**config.mk**
```make
export PLATFORM = sky130hd
export DESIGN_NAME = remote_update_image_select
export DESIGN_NICKNAME = d
export VERILOG_FILES = /design/src/logic/watchdog_counter.v /design/src/logic/remote_update_image_select.v
export VERILOG_INCLUDE_DIRS = /design/src /design/src/logic
export SDC_FILE = /design/constraint.sdc
export NUM_CORES = 1
export LEC_CHECK = 0
export ABC_AREA = 1
export BUFFER_PORTS_ARGS = -buffer_cell sky130_fd_sc_hd__buf_2
export CORE_ASPECT_RATIO = 0.5
export CORE_MARGIN = 8
export CORE_UTILIZATION = 56
export CTS_CLUSTER_SIZE = 12
export DETAILED_ROUTE_END_ITERATION = 8
export PLACE_DENSITY = 0.82
export SETUP_SLACK_MARGIN = 0.02
export SLEW_MARGIN = 20
export SYNTH_ARGS = -nofsm -noshare
export SYNTH_HDL_FRONTEND = slang
export SYNTH_SLANG_ARGS = --single-unit
```
**constraint.sdc**
```tcl
create_clock -name clk_i -period 3.3 [get_ports clk_i]
set_input_delay 0.33 -clock clk_i [delete_from_list [all_inputs] [get_ports clk_i]]
set_output_delay 0.33 -clock clk_i [all_outputs]
set_load 0.02 [all_outputs]
```
**src/logic/image_select_consts.vh**
```
// Constants for the remote update image select block.
// Assumes inclusion by bare name from logic/ files.
`ifndef IMAGE_SELECT_CONSTS_VH
`define IMAGE_SELECT_CONSTS_VH
// Register word offsets (byte addresses)
`define REG_CTRL 5'h00
`define REG_APP_ADDR 5'h04
`define REG_WD_TIMEOUT 5'h08
`define REG_STATUS 5'h0C
`define REG_PPTR 5'h10
// Control register bits
`define CTRL_START 0
`define CTRL_WD_EN 1
`define CTRL_WD_KICK 2
`define CTRL_FACTORY 3
// Status register bits
`define ST_USER 0
`define ST_FACTORY 1
`define ST_WD_ERR 2
`define ST_CFG_ERR 3
`define ST_SCHEME 4
// Start pointers and watchdog timeout reset value
`define SERIAL_FACTORY_PTR 24'h000000
`define PARALLEL_FACTORY_PTR 24'h010000
`define WD_TIMEOUT_RESET 24'hFFFFFF
`endif

```
**src/logic/watchdog_counter.v**
```verilog
// User watchdog down counter.
// Assumes run_i is held low outside user mode of an application image.
`timescale 1ns/100ps
`default_nettype none
module watchdog_counter #(
   parameter W = 24
) (
   input wire clk_i,
   input wire rst_i,
   input wire run_i,
   input wire kick_i,
   input wire [W-1:0] timeout_i,
   output reg expired_o
);
   reg [W-1:0] count_q;
   always @(posedge clk_i)
   begin
      if (rst_i || !run_i)
      begin
         count_q <= timeout_i;
         expired_o <= 1'b0;
      end
      else if (count_q == {W{1'b0}})
      begin
         // Expiry wins over a kick in the same cycle; sticky until run drops
         expired_o <= 1'b1;
      end
      else if (kick_i)
      begin
         count_q <= timeout_i;
      end
      else
      begin
         count_q <= count_q - {{(W-1){1'b0}}, 1'b1};
      end
   end
endmodule // watchdog_counter
`default_nettype wire

```
**src/logic/remote_update_image_select.v**
```verilog
// Remote update image select: boot sequencer with Wishbone registers.
// Assumes a flash loader outside that reports done or error per load.
// Contract
// - After every power-up the factory image loads before any application image.
// - Serial scheme fetches the factory image from start pointer zero.
// - Parallel scheme fetches the factory image from word address 010000 hex.
// - A dedicated instruction may replace the parallel pointer for later loads.
// - Application start address may be any flash sector boundary.
// - A successful application load enters user mode.
// - On error, including watchdog expiry, fall back to the factory image.
// - Watchdog stays off in factory and during configuration; on in user mode. Here it runs in user mode only when CTRL_WD_EN was set.
//
// Our own choices: the Wishbone slave port and the register addresses.
`timescale 1ns/100ps
`default_nettype none
`include "image_select_consts.vh"
module remote_update_image_select #(
   parameter SECTOR_BITS = 16,
   parameter WD_W = 24
) (
   input wire clk_i,
   input wire rst_i,
   input wire cyc_i,
   input wire stb_i,
   input wire we_i,
   input wire [4:0] adr_i,
   input wire [3:0] sel_i,
   input wire [31:0] dat_i,
   output reg [31:0] dat_o,
   output reg ack_o,
   input wire active_parallel_scheme_i,
   input wire parallel_factory_pointer_instruction_i,
   input wire [23:0] parallel_pointer_i,
   input wire load_done_i,
   input wire load_error_i,
   output reg load_start_o,
   output reg [23:0] load_addr_o,
   output wire user_mode_o,
   output wire factory_mode_o
);
   ////////////////////////////////////////////////////////////////////////
   localparam S_BOOT = 3'd0;
   localparam S_FLOAD = 3'd1;
   localparam S_FACTORY = 3'd2;
   localparam S_ALOAD = 3'd3;
   localparam S_USER = 3'd4;

   reg [2:0] state_q;
   reg [23:0] pptr_q;
   reg [23:0] app_addr_q;
   reg [WD_W-1:0] wd_timeout_q;
   reg wd_en_q;
   reg wd_err_q;
   reg cfg_err_q;
   reg start_q;
   reg reload_q;
   reg kick_q;
   wire wd_expired;
   wire req;
   wire [31:0] wmask;
   wire wr_fire;
   wire [31:0] app_merged;
   wire [31:0] wd_merged;

   assign req = cyc_i && stb_i && !ack_o;
   // Writes land on the edge where the master sees ack
   assign wr_fire = cyc_i && stb_i && we_i && ack_o;
   assign wmask = {{8{sel_i[3]}}, {8{sel_i[2]}}, {8{sel_i[1]}}, {8{sel_i[0]}}};
   assign user_mode_o = (state_q == S_USER);
   assign factory_mode_o = (state_q == S_FACTORY);

   function [31:0] merge;
      input [31:0] old;
      input [31:0] nw;
      input [31:0] m;
      begin
         merge = (old & ~m) | (nw & m);
      end
   endfunction

   assign app_merged = merge({8'h00, app_addr_q}, dat_i, wmask);
   assign wd_merged = merge({{(32-WD_W){1'b0}}, wd_timeout_q}, dat_i, wmask);

   ////////////////////////////////////////////////////////////////////////
   // Register access; factory-only registers ignore writes outside factory
   always @(posedge clk_i)
   begin
      start_q <= 1'b0;
      reload_q <= 1'b0;
      kick_q <= 1'b0;
      if (rst_i)
      begin
         ack_o <= 1'b0;
         dat_o <= 32'h00000000;
         app_addr_q <= 24'h000000;
         wd_timeout_q <= `WD_TIMEOUT_RESET;
         wd_en_q <= 1'b0;
      end
      else
      begin
         ack_o <= req;
         if (req && !we_i)
         begin
            case ({adr_i[4:2], 2'b00})
               `REG_CTRL: dat_o <= {30'h0, wd_en_q, 1'b0};
               `REG_APP_ADDR: dat_o <= {8'h00, app_addr_q};
               `REG_WD_TIMEOUT: dat_o <= {{(32-WD_W){1'b0}}, wd_timeout_q};
               `REG_STATUS: dat_o <= {27'h0, active_parallel_scheme_i, cfg_err_q,
                  wd_err_q, factory_mode_o, user_mode_o};
               `REG_PPTR: dat_o <= {8'h00, pptr_q};
               default: dat_o <= 32'h00000000;
            endcase
         end
         if (wr_fire)
         begin
            case ({adr_i[4:2], 2'b00})
               `REG_CTRL:
               begin
                  if (factory_mode_o && sel_i[0])
                  begin
                     wd_en_q <= dat_i[`CTRL_WD_EN];
                     start_q <= dat_i[`CTRL_START];
                  end
                  if (user_mode_o && sel_i[0])
                  begin
                     kick_q <= dat_i[`CTRL_WD_KICK];
                     reload_q <= dat_i[`CTRL_FACTORY];
                  end
               end
               `REG_APP_ADDR:
               begin
                  // Low bits forced to zero: only sector starts are legal
                  if (factory_mode_o)
                  begin
                     app_addr_q <= {app_merged[23:SECTOR_BITS], {SECTOR_BITS{1'b0}}};
                  end
               end
               `REG_WD_TIMEOUT:
               begin
                  if (factory_mode_o)
                  begin
                     wd_timeout_q <= wd_merged[WD_W-1:0];
                  end
               end
               default:
               begin
               end
            endcase
         end
      end
   end

   ////////////////////////////////////////////////////////////////////////
   // Parallel pointer: replaced only through the instruction input
   always @(posedge clk_i)
   begin
      if (rst_i)
      begin
         pptr_q <= `PARALLEL_FACTORY_PTR;
      end
      else if (parallel_factory_pointer_instruction_i)
      begin
         pptr_q <= parallel_pointer_i;
      end
   end

   ////////////////////////////////////////////////////////////////////////
   watchdog_counter #(
      .W(WD_W)
   ) u_wd (
      .clk_i(clk_i),
      .rst_i(rst_i),
      .run_i(user_mode_o && wd_en_q),
      .kick_i(kick_q),
      .timeout_i(wd_timeout_q),
      .expired_o(wd_expired)
   );

   ////////////////////////////////////////////////////////////////////////
   // Boot sequencer; no path writes flash, so the factory image stays intact
   always @(posedge clk_i)
   begin
      load_start_o <= 1'b0;
      if (rst_i)
      begin
         state_q <= S_BOOT;
         load_addr_o <= 24'h000000;
         wd_err_q <= 1'b0;
         cfg_err_q <= 1'b0;
      end
      else
      begin
         case (state_q)
            S_BOOT:
            begin
               load_addr_o <= active_parallel_scheme_i ? pptr_q
                  : `SERIAL_FACTORY_PTR;
               load_start_o <= 1'b1;
               state_q <= S_FLOAD;
            end
            S_FLOAD:
            begin
               if (load_done_i || load_error_i)
               begin
                  state_q <= S_FACTORY;
               end
            end
            S_FACTORY:
            begin
               if (start_q)
               begin
                  load_addr_o <= app_addr_q;
                  load_start_o <= 1'b1;
                  wd_err_q <= 1'b0;
                  cfg_err_q <= 1'b0;
                  state_q <= S_ALOAD;
               end
            end
            S_ALOAD:
            begin
               if (load_error_i)
               begin
                  cfg_err_q <= 1'b1;
                  state_q <= S_BOOT;
               end
               else if (load_done_i)
               begin
                  state_q <= S_USER;
               end
            end
            S_USER:
            begin
               if (wd_expired)
               begin
                  wd_err_q <= 1'b1;
                  state_q <= S_BOOT;
               end
               else if (reload_q)
               begin
                  state_q <= S_BOOT;
               end
            end
            default:
            begin
               state_q <= S_BOOT;
            end
         endcase
      end
   end
endmodule // remote_update_image_select
`default_nettype wire

```
Word-level counts from Yosys, hierarchy flattened --
Cells that the tools add are included.
Operators by class: reductions and logical operators 28, muxes and demuxes 21, $add $sub $neg 1, equality and inequality tests 15, bitwise logic cells 10
Operators by type and width (number):
- two-way mux 24 bit | 5
- one-hot mux 24 bit (5 select lines) | 1
- bitwise AND 24 bit | 3
- bitwise OR 24 bit | 2
- one-hot mux 24 bit (2 select lines) | 1
- zero test 24 bit | 1
- NOT 24 bit | 1
- subtractor 24 x 1 -> 24 bit (second input constant) | 1
- two-way mux 3 bit | 6
- one-hot mux 3 bit (5 select lines) | 1
- AND reduction 3 bit | 5
- == test 3 x 2 -> 1 bit (second input constant) | 4
- logical AND 1 bit | 8
- OR reduction 4 bit | 2
- == test 3 x 1 -> 1 bit (second input constant) | 2
- == test 3 bit (second input constant) | 2
- zero test 3 bit | 2
- != test 2 x 1 -> 1 bit (second input constant) | 3
- one-hot mux 1 bit (2 select lines) | 3
- nonzero test 2 bit | 3
- two-way mux 1 bit | 4
- != test 2 bit (second input constant) | 2
- NOT 1 bit | 4
- AND reduction 4 bit | 1
- other kinds (5) | 8
Word-level totals: input port bits 74, logic and storage cells 91, output and inout bits 60, bits in registers 148

Longest topological paths before layout --
Gate-level depths: netlist of the first run.
depth in word-level cells 5, depth in mapped cells 9, depth with buffers taken out 9

Hierarchy --
Synthesis of the first run repeated with hierarchy kept, for this count alone.
Unflattened totals: cells, all modules 917, area, all modules 6668.9 sq um
By module, submodules not included:
- remote_update_image_select | times used 1, cells an instance 663, sequential area each 2302.2 sq um, area an instance 4832.1 sq um
- watchdog_counter | times used 1, cells an instance 254, sequential area each 740.7 sq um, area an instance 1836.8 sq um

Least setup slack after synthesis of the first run --
OpenSTA, ideal clock, no wires.
path kind flip-flop to flip-flop, start point register u_wd.count_q[10], end point register u_wd.count_q[0], enable pin, required time 2.754 ns, stages on the path, launching flop included 5, slack 1.015 ns, setup time 0.546 ns, data arrival time 1.739 ns, cells stage by stage edfxtp_1 nor2_1 nand2_1 nor2_1 nand4_1
On the way: cells in the longest elaborated chain, start to end 2
Ends and longest elaborated chain:
- from (decl) | RTL line watchdog_counter.v:15 | reg [W-1:0] count_q;
- from (signal assigned) | RTL line watchdog_counter.v:20 | count_q <= timeout_i;
- from (signal assigned) | RTL line watchdog_counter.v:30 | count_q <= timeout_i;
- from (signal assigned) | RTL line watchdog_counter.v:34 | count_q <= count_q - {{(W-1){1'b0}}, 1'b1};
- zero test 24 bit | RTL line watchdog_counter.v:23 | else if (count_q == {W{1'b0}})
- != test 2 x 1 -> 1 bit (no source line)
No other way between the ends. A chain may end at the register's enable or synchronous reset.

Final worst setup path of the first run --
start point register u_wd.count_q[10], end point register u_wd.count_q[7], enable pin
The elaborated chain is that of the path after synthesis.

==> flow_metrics.env, run 1 <==
export IMPL_status="complete, no violations"
export IMPL_rsz0062_at_grt="no"
export IMPL_chipWidth_um=167
export IMPL_ys_flop_type="dfxtp_1"
export IMPL_slowest_delay_ns=0.56
export IMPL_reg2reg_from="u_wd.count_q[10]"
export IMPL_period_minus_slack_ns=2.41
export IMPL_grtUsageTotal_pct=23.5
export IMPL_cts_resized=0
export IMPL_drt_iter0_drc=814
export IMPL_io_pins=134
export IMPL_avgSynthCellArea_sq_um=7.21
export IMPL_placed_cells=1113
export IMPL_place_ws_ns=0.908
export IMPL_grt_max_degree=77
export IMPL_yosysUniqueCellTypes=32
export IMPL_synth_top_area_cell="dfxtp_1"
export IMPL_initial_core_util_pct=57.9
export IMPL_critPathArrivalTime_ns=2.56
export IMPL_wl_per_cell_um=16.0
export IMPL_clock_sinks=140
export IMPL_clock_path_buffers=2
export IMPL_stdcell_area_sq_mm=0.00761
export IMPL_fmax_mhz=415
export IMPL_holdPathStages=3
export IMPL_insertion_delay_ns=0.42
export IMPL_drt_pass1_iter_count=6
export IMPL_maxSlewViolCount=0
export IMPL_min_delay_start="dat_i[9]"
export IMPL_worst_slew_pin_slew_ns=0.847
export IMPL_crit_path_max_fanout=17
export IMPL_coreArea_sq_mm=0.0111
export IMPL_cts_max_level=4
export IMPL_power_density_cell_area_mw_per_mm2=569
export IMPL_cp_slowest_cell="nand4_1"
export IMPL_synth_seq_cells=140
export IMPL_async_reset_ff_share_pct=0
export IMPL_num_vias=6311
export IMPL_ir_drop_uv=368
export IMPL_drive_gt1_share_pct=17.4
export IMPL_reg2reg_slack_ns=0.89
export IMPL_final_setup_skew_ns=0.00994
export IMPL_cts_made_buffers=17
export IMPL_drv_cap=0
export IMPL_crit_chain="nor2_1 -> nand2_1 -> nor2_1 -> nand4_1 -> buf_4"
export IMPL_drc=0
export IMPL_cts_setup_buffers=0
export IMPL_synth_seq_area_share_pct=47.4
export IMPL_place_hpwl_um=13000
export IMPL_critPathKind="register to register"
export IMPL_ys_top_cells_by_count="267 x nand2_1, 116 x dfxtp_1, 97 x nand3_1"
export IMPL_cts_root_buf="clkbuf_16"
export IMPL_r2r_end="u_wd.count_q[7]"
export IMPL_critPathLaunchType="register"
export IMPL_worst_hold_slack_ns=0.113
export IMPL_die_h_um=91.7
export IMPL_place_area_sq_mm=0.00702
export IMPL_synthesis_area_sq_mm=0.00642
export IMPL_layout_area_seq_sq_mm=0.00304
export IMPL_reg2reg_depth=5
export IMPL_grt_ovfl_total=0
export IMPL_p_leak_nw=3.41
export IMPL_worstSetupStartpoint="u_wd.count_q[10]"
export IMPL_setup_viol=0
export IMPL_final_util_pct=68.7
export IMPL_grt_pass1_wl_um=29600
export IMPL_routed_via_density=5.51
export IMPL_power_mw=4.33
export IMPL_nFillCells=921
export IMPL_area_growth_syn_to_layout_pct=18.5
export IMPL_drtAntennaViolNets=0
export IMPL_min_path_type="primary input to register"
export IMPL_die_area_sq_mm=0.0154
export IMPL_antenna_found_initial=0
export IMPL_final_cells=1145
export IMPL_antenna_cells=0
export IMPL_routed_wirelength_um=18400
export IMPL_yosysMostFrequentCell="nand2_1"
export IMPL_worstPathRequired_ns=3.46
export IMPL_synth_edf_count=24
export IMPL_crit_path_frequent_cell="nor2_1"
export IMPL_hold_viol=0
export IMPL_yosys_warnings=0
export IMPL_multi_input_area_sq_mm=0.00295
export IMPL_holdBufCountCts=0
export IMPL_fin_nets=1063
export IMPL_grt_pass1_vias=5841
export IMPL_cts_tree="done"
export IMPL_layout_setup_ws_ns=0.891
export IMPL_synth_area_leaders="dfxtp_1 36%, nand2_1 16%, edfxtp_1 11%, nand3_1 7.6%, nor2_1 5.6%"
export IMPL_period_share_pct=73.0
export IMPL_gp_congestion=0.929
export IMPL_fin_tns_setup_ns=0
export IMPL_clkTransAtPathRegs_ns=0.06
export IMPL_crit_path_end="u_wd.count_q[7]"
export IMPL_yosysTopAreaCellShare_pct=36.2
export IMPL_netlist_instances=890
export IMPL_rows=27
export IMPL_relSlewSlack_pct=43.5
export IMPL_endpoint_kind="register"
export IMPL_port_buffers=114
==> layout make-up <==
type	count	area share, %
Multi-Input combinational cell	647	38.8
Sequential cell	140	40.0
Clock buffer	20	5.87
Inverter	60	2.96
Tap cell	145	2.38
Timing Repair Buffer	121	8.19
Clock inverter	12	1.79
==> per-layer routing <==
metal	share of wire, %	track usage, %	routed length, um
met1	47	32.8	8590
met4	1.2	6.35	225
met3	8.3	5.64	1520
met5	0	0	0
met2	44	35.9	8020
==> placed cells by master (no fill, tap or decap), types with 3 or more instances in the layout <==
cell type and n:
edfxtp_1 24, nor2_4 3, buf_2 114, xnor2_1 3, nor2_2 3, nand4_1 19, dfxtp_1 116, clkinv_4 3
inv_6 3, inv_2 9, clkbuf_16 17, conb_1 8, nand2_1 267, o21ai_0 45, a21oi_1 58, o211ai_1 8
nand3_2 4, nor2_1 95, buf_4 7, inv_1 51, nor3_1 3, o21ai_1 14, nand3_1 97, xor2_1 3
nand3b_1 7
==> report_power, final <==
part	internal (mW)	switching, mW	total [mW]
sequential	1.83	0.0612	1.89
combinational	0.167	0.375	0.542
clock	1.14	0.759	1.90
==> logic make-up (layout without fill, tap and decap cells) <==
group | after synthesis | after routing | share of synthesized area, %
other | 1 | 8 | 0.0584
buffers and inverters | 110 | 213 | 7.23
adders and majority gates | 2 | 2 | 0.390
DFF | 140 | 140 | 47.4
and+or+nand+nor | 504 | 504 | 33.9
AOI/OAI and AO/OA | 127 | 127 | 10.2
xor gates and xnor gates | 6 | 6 | 0.819
==> worst max-delay path, delay by kind of cell, from the launching register on <==
kind          cells  cell delay [ns]
simple gates      4             1.30
flops             1             0.43
buf+inv           1             0.41
==> how the worst min path moves through the flow <==
stage	end	slack, ns
global placement	cfg_err_q	0.44
finish	register	0.11
floorplan	cfg_err_q	0.43
global route	register	0.11
CTS	register	0.11
detailed placement	cfg_err_q	0.44
Power figures use the tool's default switching activity.
==> run 2: changes to the inputs <==
Settings changed: CORE_UTILIZATION 56 to 49, PLACE_DENSITY 0.82 to 0.77.
Clock period 3.3 ns to 2.05 ns, I/O delays scaled along.
==> flow_metrics.env, run 2 (synthesis gave the netlist of run 1 again) <==
export IMPL_status="complete, no violations"
export IMPL_hold_viol=0
export IMPL_clock_path_buffers=2
export IMPL_initial_core_util_pct=50.4
export IMPL_insertion_delay_ns=0.42
export IMPL_endpoint_kind="output port"
export IMPL_coreArea_sq_mm=0.0127
export IMPL_stdcell_area_sq_mm=0.00784
export IMPL_placed_cells=1146
export IMPL_crit_path_max_fanout=10
export IMPL_area_growth_syn_to_layout_pct=22.1
export IMPL_routed_wirelength_um=18400
export IMPL_critPathArrivalTime_ns=1.61
export IMPL_drc=0
export IMPL_ir_drop_uv=618
export IMPL_antenna_cells=0
export IMPL_p_leak_nw=3.49
export IMPL_mostFrequentLayoutCells="266 x nand2_1, 115 x dfxtp_1, 114 x buf_2"
export IMPL_critPathKind="register to output port"
export IMPL_period_share_pct=88.7
export IMPL_drt_pass1_iter_count=5
export IMPL_worstPathRequired_ns=1.85
export IMPL_port_buffers=114
export IMPL_grt_max_degree=77
export IMPL_maxSlewViolCount=0
export IMPL_wl_per_cell_um=15.5
export IMPL_place_hpwl_um=13200
export IMPL_grt_pass1_wl_um=29600
export IMPL_die_area_sq_mm=0.0172
export IMPL_die_h_um=96.9
export IMPL_cts_root_buf="clkbuf_16"
export IMPL_cts_max_level=4
export IMPL_drtAntennaViolNets=0
export IMPL_power_density_cell_area_mw_per_mm2=881
export IMPL_fin_nets=1082
export IMPL_gp_congestion=0.863
export IMPL_num_vias=6270
export IMPL_cts_tree="done"
export IMPL_relSlewSlack_pct=48.8
export IMPL_cts_made_buffers=17
export IMPL_drive_gt1_share_pct=18.4
export IMPL_clkTransAtPathRegs_ns=0.07
export IMPL_antenna_found_initial=0
export IMPL_setup_viol=0
export IMPL_critPathLaunchType="register"
export IMPL_fmax_mhz=550
export IMPL_power_mw=6.91
export IMPL_cts_setup_buffers=0
export IMPL_routed_via_density=5.27
export IMPL_chipWidth_um=178
export IMPL_grt_ovfl_total=0
export IMPL_io_pins=134
export IMPL_final_cells=1189
export IMPL_grtUsageTotal_pct=20.9
export IMPL_rows=29
export IMPL_final_util_pct=61.5
export IMPL_final_setup_skew_ns=0.0129
export IMPL_rsz0062_at_grt="no"
export IMPL_place_area_sq_mm=0.00715
export IMPL_nFillCells=1100
export IMPL_drt_iter0_drc=780
export IMPL_grt_pass1_vias=5853
export IMPL_drv_cap=0
export IMPL_clock_sinks=140
export IMPL_period_minus_slack_ns=1.82
export IMPL_worst_slew_pin_slew_ns=0.767
export IMPL_mostFrequentLayoutCell="nand2_1"
export IMPL_min_path_type="primary input to register"
run 2: cell count changes in the layout (fill, tap and decap cells not counted), moves of 2 or more:
cell           before  now
dlygate4sd3_1       0   11
buf_4               7   14
inv_8               0    5
bufinv_16           2    0
clkbuf_1            2    0
clkinv_2            2    0
clkinvlp_4          1    3
nor2_4              3    5
run 2: worst paths after layout:
| path | startpoint | end | slack (ns) | depth (start not counted) |
|---|---|---|---|---|
| hold reg to reg | cfg_err_q | cfg_err_q | 0.45 | 2 |
| hold / removal | parallel_pointer_i[9] | pptr_q[9] | 0.009 | 3 |
| setup reg to reg | u_wd.count_q[0] | u_wd.count_q[12] | 0.26 | 8 |
| setup / recovery | state_q[2] | factory_mode_o | 0.23 | 5 |
run 2: repair_timing:
item                                   in CTS  in global routing
hold buffers                               11                  0
gates resized for setup                     0                  2
endpoints found under the hold margin      11                  0
setup endpoints to repair                   0                  3
run 2: cell type report:
| type | count | area, sq um | area share (%) |
|---|---|---|---|
| sequential | 140 | 3040 | 38.8 |
| clock buffer | 17 | 425 | 5.43 |
| multi-input combinational | 647 | 2980 | 38.0 |
| inverter | 60 | 225 | 2.87 |
| timing repair buffer | 140 | 806 | 10.3 |
| tap | 170 | 213 | 2.71 |
| clock inverter | 15 | 148 | 1.88 |
run 2: power breakdown:
group          leakage [nW]  internal, mW  switching (mW)
logic                  2.08         0.309           0.604
clock network         0.273          1.62            1.34
registers              1.14          2.94          0.0961
total                  3.49          4.87            2.04
run 2: stage by stage:
step | hold slack [ns] | setup TNS, ns | worst slack (ns)
after floorplan | 0.317 | -2.60 | -0.108
after global placement | 0.408 | 0 | 0.180
after detailed placement | 0.406 | 0 | 0.127
after CTS | 0.00490 | 0 | 0.114
after global routing | 0.00926 | 0 | 0.0818
final | 0.00944 | 0 | 0.231
run 2: worst max-delay path: stages (launching register included):
cell and delay, ns:
dfxtp_1 0.31, inv_2 0.12, nand2_1 0.12, nor2_1 0.25, buf_4 0.22, buf_2 0.18
run 2: routing by layer:
layer  up-vias  share of wire [%]  GRT usage [%]
li1       3150                  -              -
met1      2869                 47           29.5
met3        18                7.6           5.12
met2       233                 44           31.2
met5         -                  0              0
met4         0                1.3           5.48
==> run 3: changes to the inputs <==
Settings changed: REMOVE_ABC_BUFFERS from default to 1.
==> flow_metrics.env, run 3 (synthesis gave the netlist of run 1 again) <==
export IMPL_drt_pass1_iter_count=5
export IMPL_crit_path_max_fanout=10
export IMPL_routed_wirelength_um=19400
export IMPL_place_hpwl_um=12900
export IMPL_period_share_pct=94.6
export IMPL_antenna_found_initial=1
export IMPL_cp_slowest_cell="dfxtp_1"
export IMPL_placed_cells=1145
export IMPL_pwr_share_seq_pct=41.8
export IMPL_drc=0
export IMPL_relSlewSlack_pct=46.1
export IMPL_cts_tree="done"
export IMPL_swShare_pct=26.7
export IMPL_clkTransAtPathRegs_ns=0.06
export IMPL_layout_area_seq_sq_mm=0.00304
export IMPL_grt_pass1_vias=6377
export IMPL_intPower_mw=5.32
export IMPL_coreArea_sq_mm=0.0127
export IMPL_multi_input_area_sq_mm=0.00295
export IMPL_crit_chain="inv_2 -> nor2_1 -> buf_4 -> buf_2"
export IMPL_maxSlewViolCount=0
export IMPL_period_minus_slack_ns=1.94
export IMPL_grt_max_degree=77
export IMPL_endpoint_kind="output port"
export IMPL_clock_sinks=140
export IMPL_clock_path_buffers=2
export IMPL_drtAntennaViolNets=0
export IMPL_fmax_mhz=516
export IMPL_worstPathRequired_ns=1.85
export IMPL_power_net_switching_mw=1.94
export IMPL_final_setup_skew_ns=0.0104
export IMPL_cts_made_buffers=17
export IMPL_hold_viol=0
export IMPL_drv_cap=0
export IMPL_grt_ovfl_total=0
export IMPL_slowest_delay_ns=0.47
export IMPL_p_clk_share_pct=45.5
export IMPL_setup_viol=0
export IMPL_rsz0062_at_grt="no"
export IMPL_drive_gt1_share_pct=17.9
export IMPL_critPathKind="register to output port"
export IMPL_min_path_type="primary input to register"
export IMPL_grtUsageTotal_pct=22.6
export IMPL_cts_root_buf="clkbuf_16"
export IMPL_mostFrequentLayoutCell="nand2_1"
export IMPL_chipWidth_um=178
export IMPL_p_leak_nw=3.52
export IMPL_final_cells=1189
export IMPL_critPathLaunchType="register"
export IMPL_wl_per_cell_um=16.3
export IMPL_worst_slew_pin_slew_ns=0.807
export IMPL_ir_drop_uv=568
export IMPL_rows=29
export IMPL_power_mw=7.25
export IMPL_nFillCells=1108
export IMPL_grt_pass1_wl_um=31400
export IMPL_die_area_sq_mm=0.0172
export IMPL_mostFrequentLayoutCells="267 x nand2_1, 116 x dfxtp_1, 114 x buf_2"
export IMPL_gp_congestion=0.929
export IMPL_port_buffers=114
export IMPL_io_pins=134
export IMPL_status="complete, no violations"
export IMPL_fin_nets=1081
export IMPL_area_growth_syn_to_layout_pct=22.5
export IMPL_num_vias=6415
export IMPL_critPathArrivalTime_ns=1.73
export IMPL_initial_core_util_pct=50.4
export IMPL_drt_iter0_drc=621
export IMPL_die_h_um=96.9
export IMPL_power_density_cell_area_mw_per_mm2=922
export IMPL_insertion_delay_ns=0.42
export IMPL_routed_via_density=5.40
export IMPL_power_share_combinational_pct=12.8
export IMPL_cts_max_level=4
run 3: changes by cell type in the layout (fill, tap and decap cells not counted), sizes merged:
cell      change
clkinvlp      -2
diode         +1
inv           -5
bufinv        +3
clkbuf        +4
buf           -1
run 3: path summary, 6_finish.rpt:
| check | startpoint | endpoint | slack (ns) | cells past startpoint |
|---|---|---|---|---|
| worst max register to register | u_wd.count_q[0] | u_wd.count_q[16] | 0.17 | 10 |
| worst min register to register | cfg_err_q | cfg_err_q | 0.46 | 2 |
| worst max-delay path | state_q[1] | factory_mode_o | 0.11 | 4 |
| worst min-delay path | parallel_pointer_i[15] | pptr_q[15] | 0.004 | 3 |
run 3: cell type report:
cell class,count,area share (%)
Antenna cell,1,0.0318
Clock buffer,21,6.12
Clock inverter,11,1.96
Inverter,60,2.86
Multi-Input combinational cell,647,37.5
Sequential cell,140,38.7
Tap cell,170,2.70
Timing Repair Buffer,139,10.1
run 3: worst max-delay path, delay by kind of cell, from the launching register on:
kind / cells / cell delay [ns]
buffers and inverters: 3 / 0.56
flip-flops: 1 / 0.47
AND/OR/NAND/NOR: 1 / 0.28
run 3: what timing repair did:
item / 4_1_cts / 5_1_grt
gates resized for setup: 0 / 0
hold buffers: 11 / 0
hold endpoints to repair: 11 / 0
buffers inserted: 0 / 0
run 3: per-stage QoR:
stage / TNS [ns] / instance area (sq um) / utilization (%) / worst slack [ns] / hold slack, ns
floorplan: -30.46 / 6210 / - / -0.695 / 0.274
global placement: 0 / 7120 / 55.9 / 0.263 / 0.405
detailed placement: 0 / 7120 / 55.9 / 0.228 / 0.412
CTS: 0 / 7870 / 61.8 / 0.148 / 0.00185
global route: 0 / 7870 / 61.8 / 0.00327 / 0.00600
finish: 0 / 7870 / 61.8 / 0.111 / 0.00406
run 3: power groups by stage:
stage                     clock network (mW)  logic [mW]  registers [mW]
final                                   3.30       0.927            3.03
after global routing                    3.43        1.03            3.05
after CTS                               3.33       0.921            3.03
after detailed placement                   0       0.895            3.08
after global placement                     0       0.887            3.08
after floorplan                            0       0.384            3.21
run 3: layer usage:
metal / part of all wire, % / vias to the layer above / global-route usage, % / routed length [um]
met3: 10 / 39 / 7.10 / 1990
met2: 46 / 317 / 36.5 / 8920
met4: 1.9 / 0 / 7.52 / 371
li1: - / 3141 / - / -
met1: 42 / 2918 / 28.0 / 8100
met5: 0 / - / 0 / 0
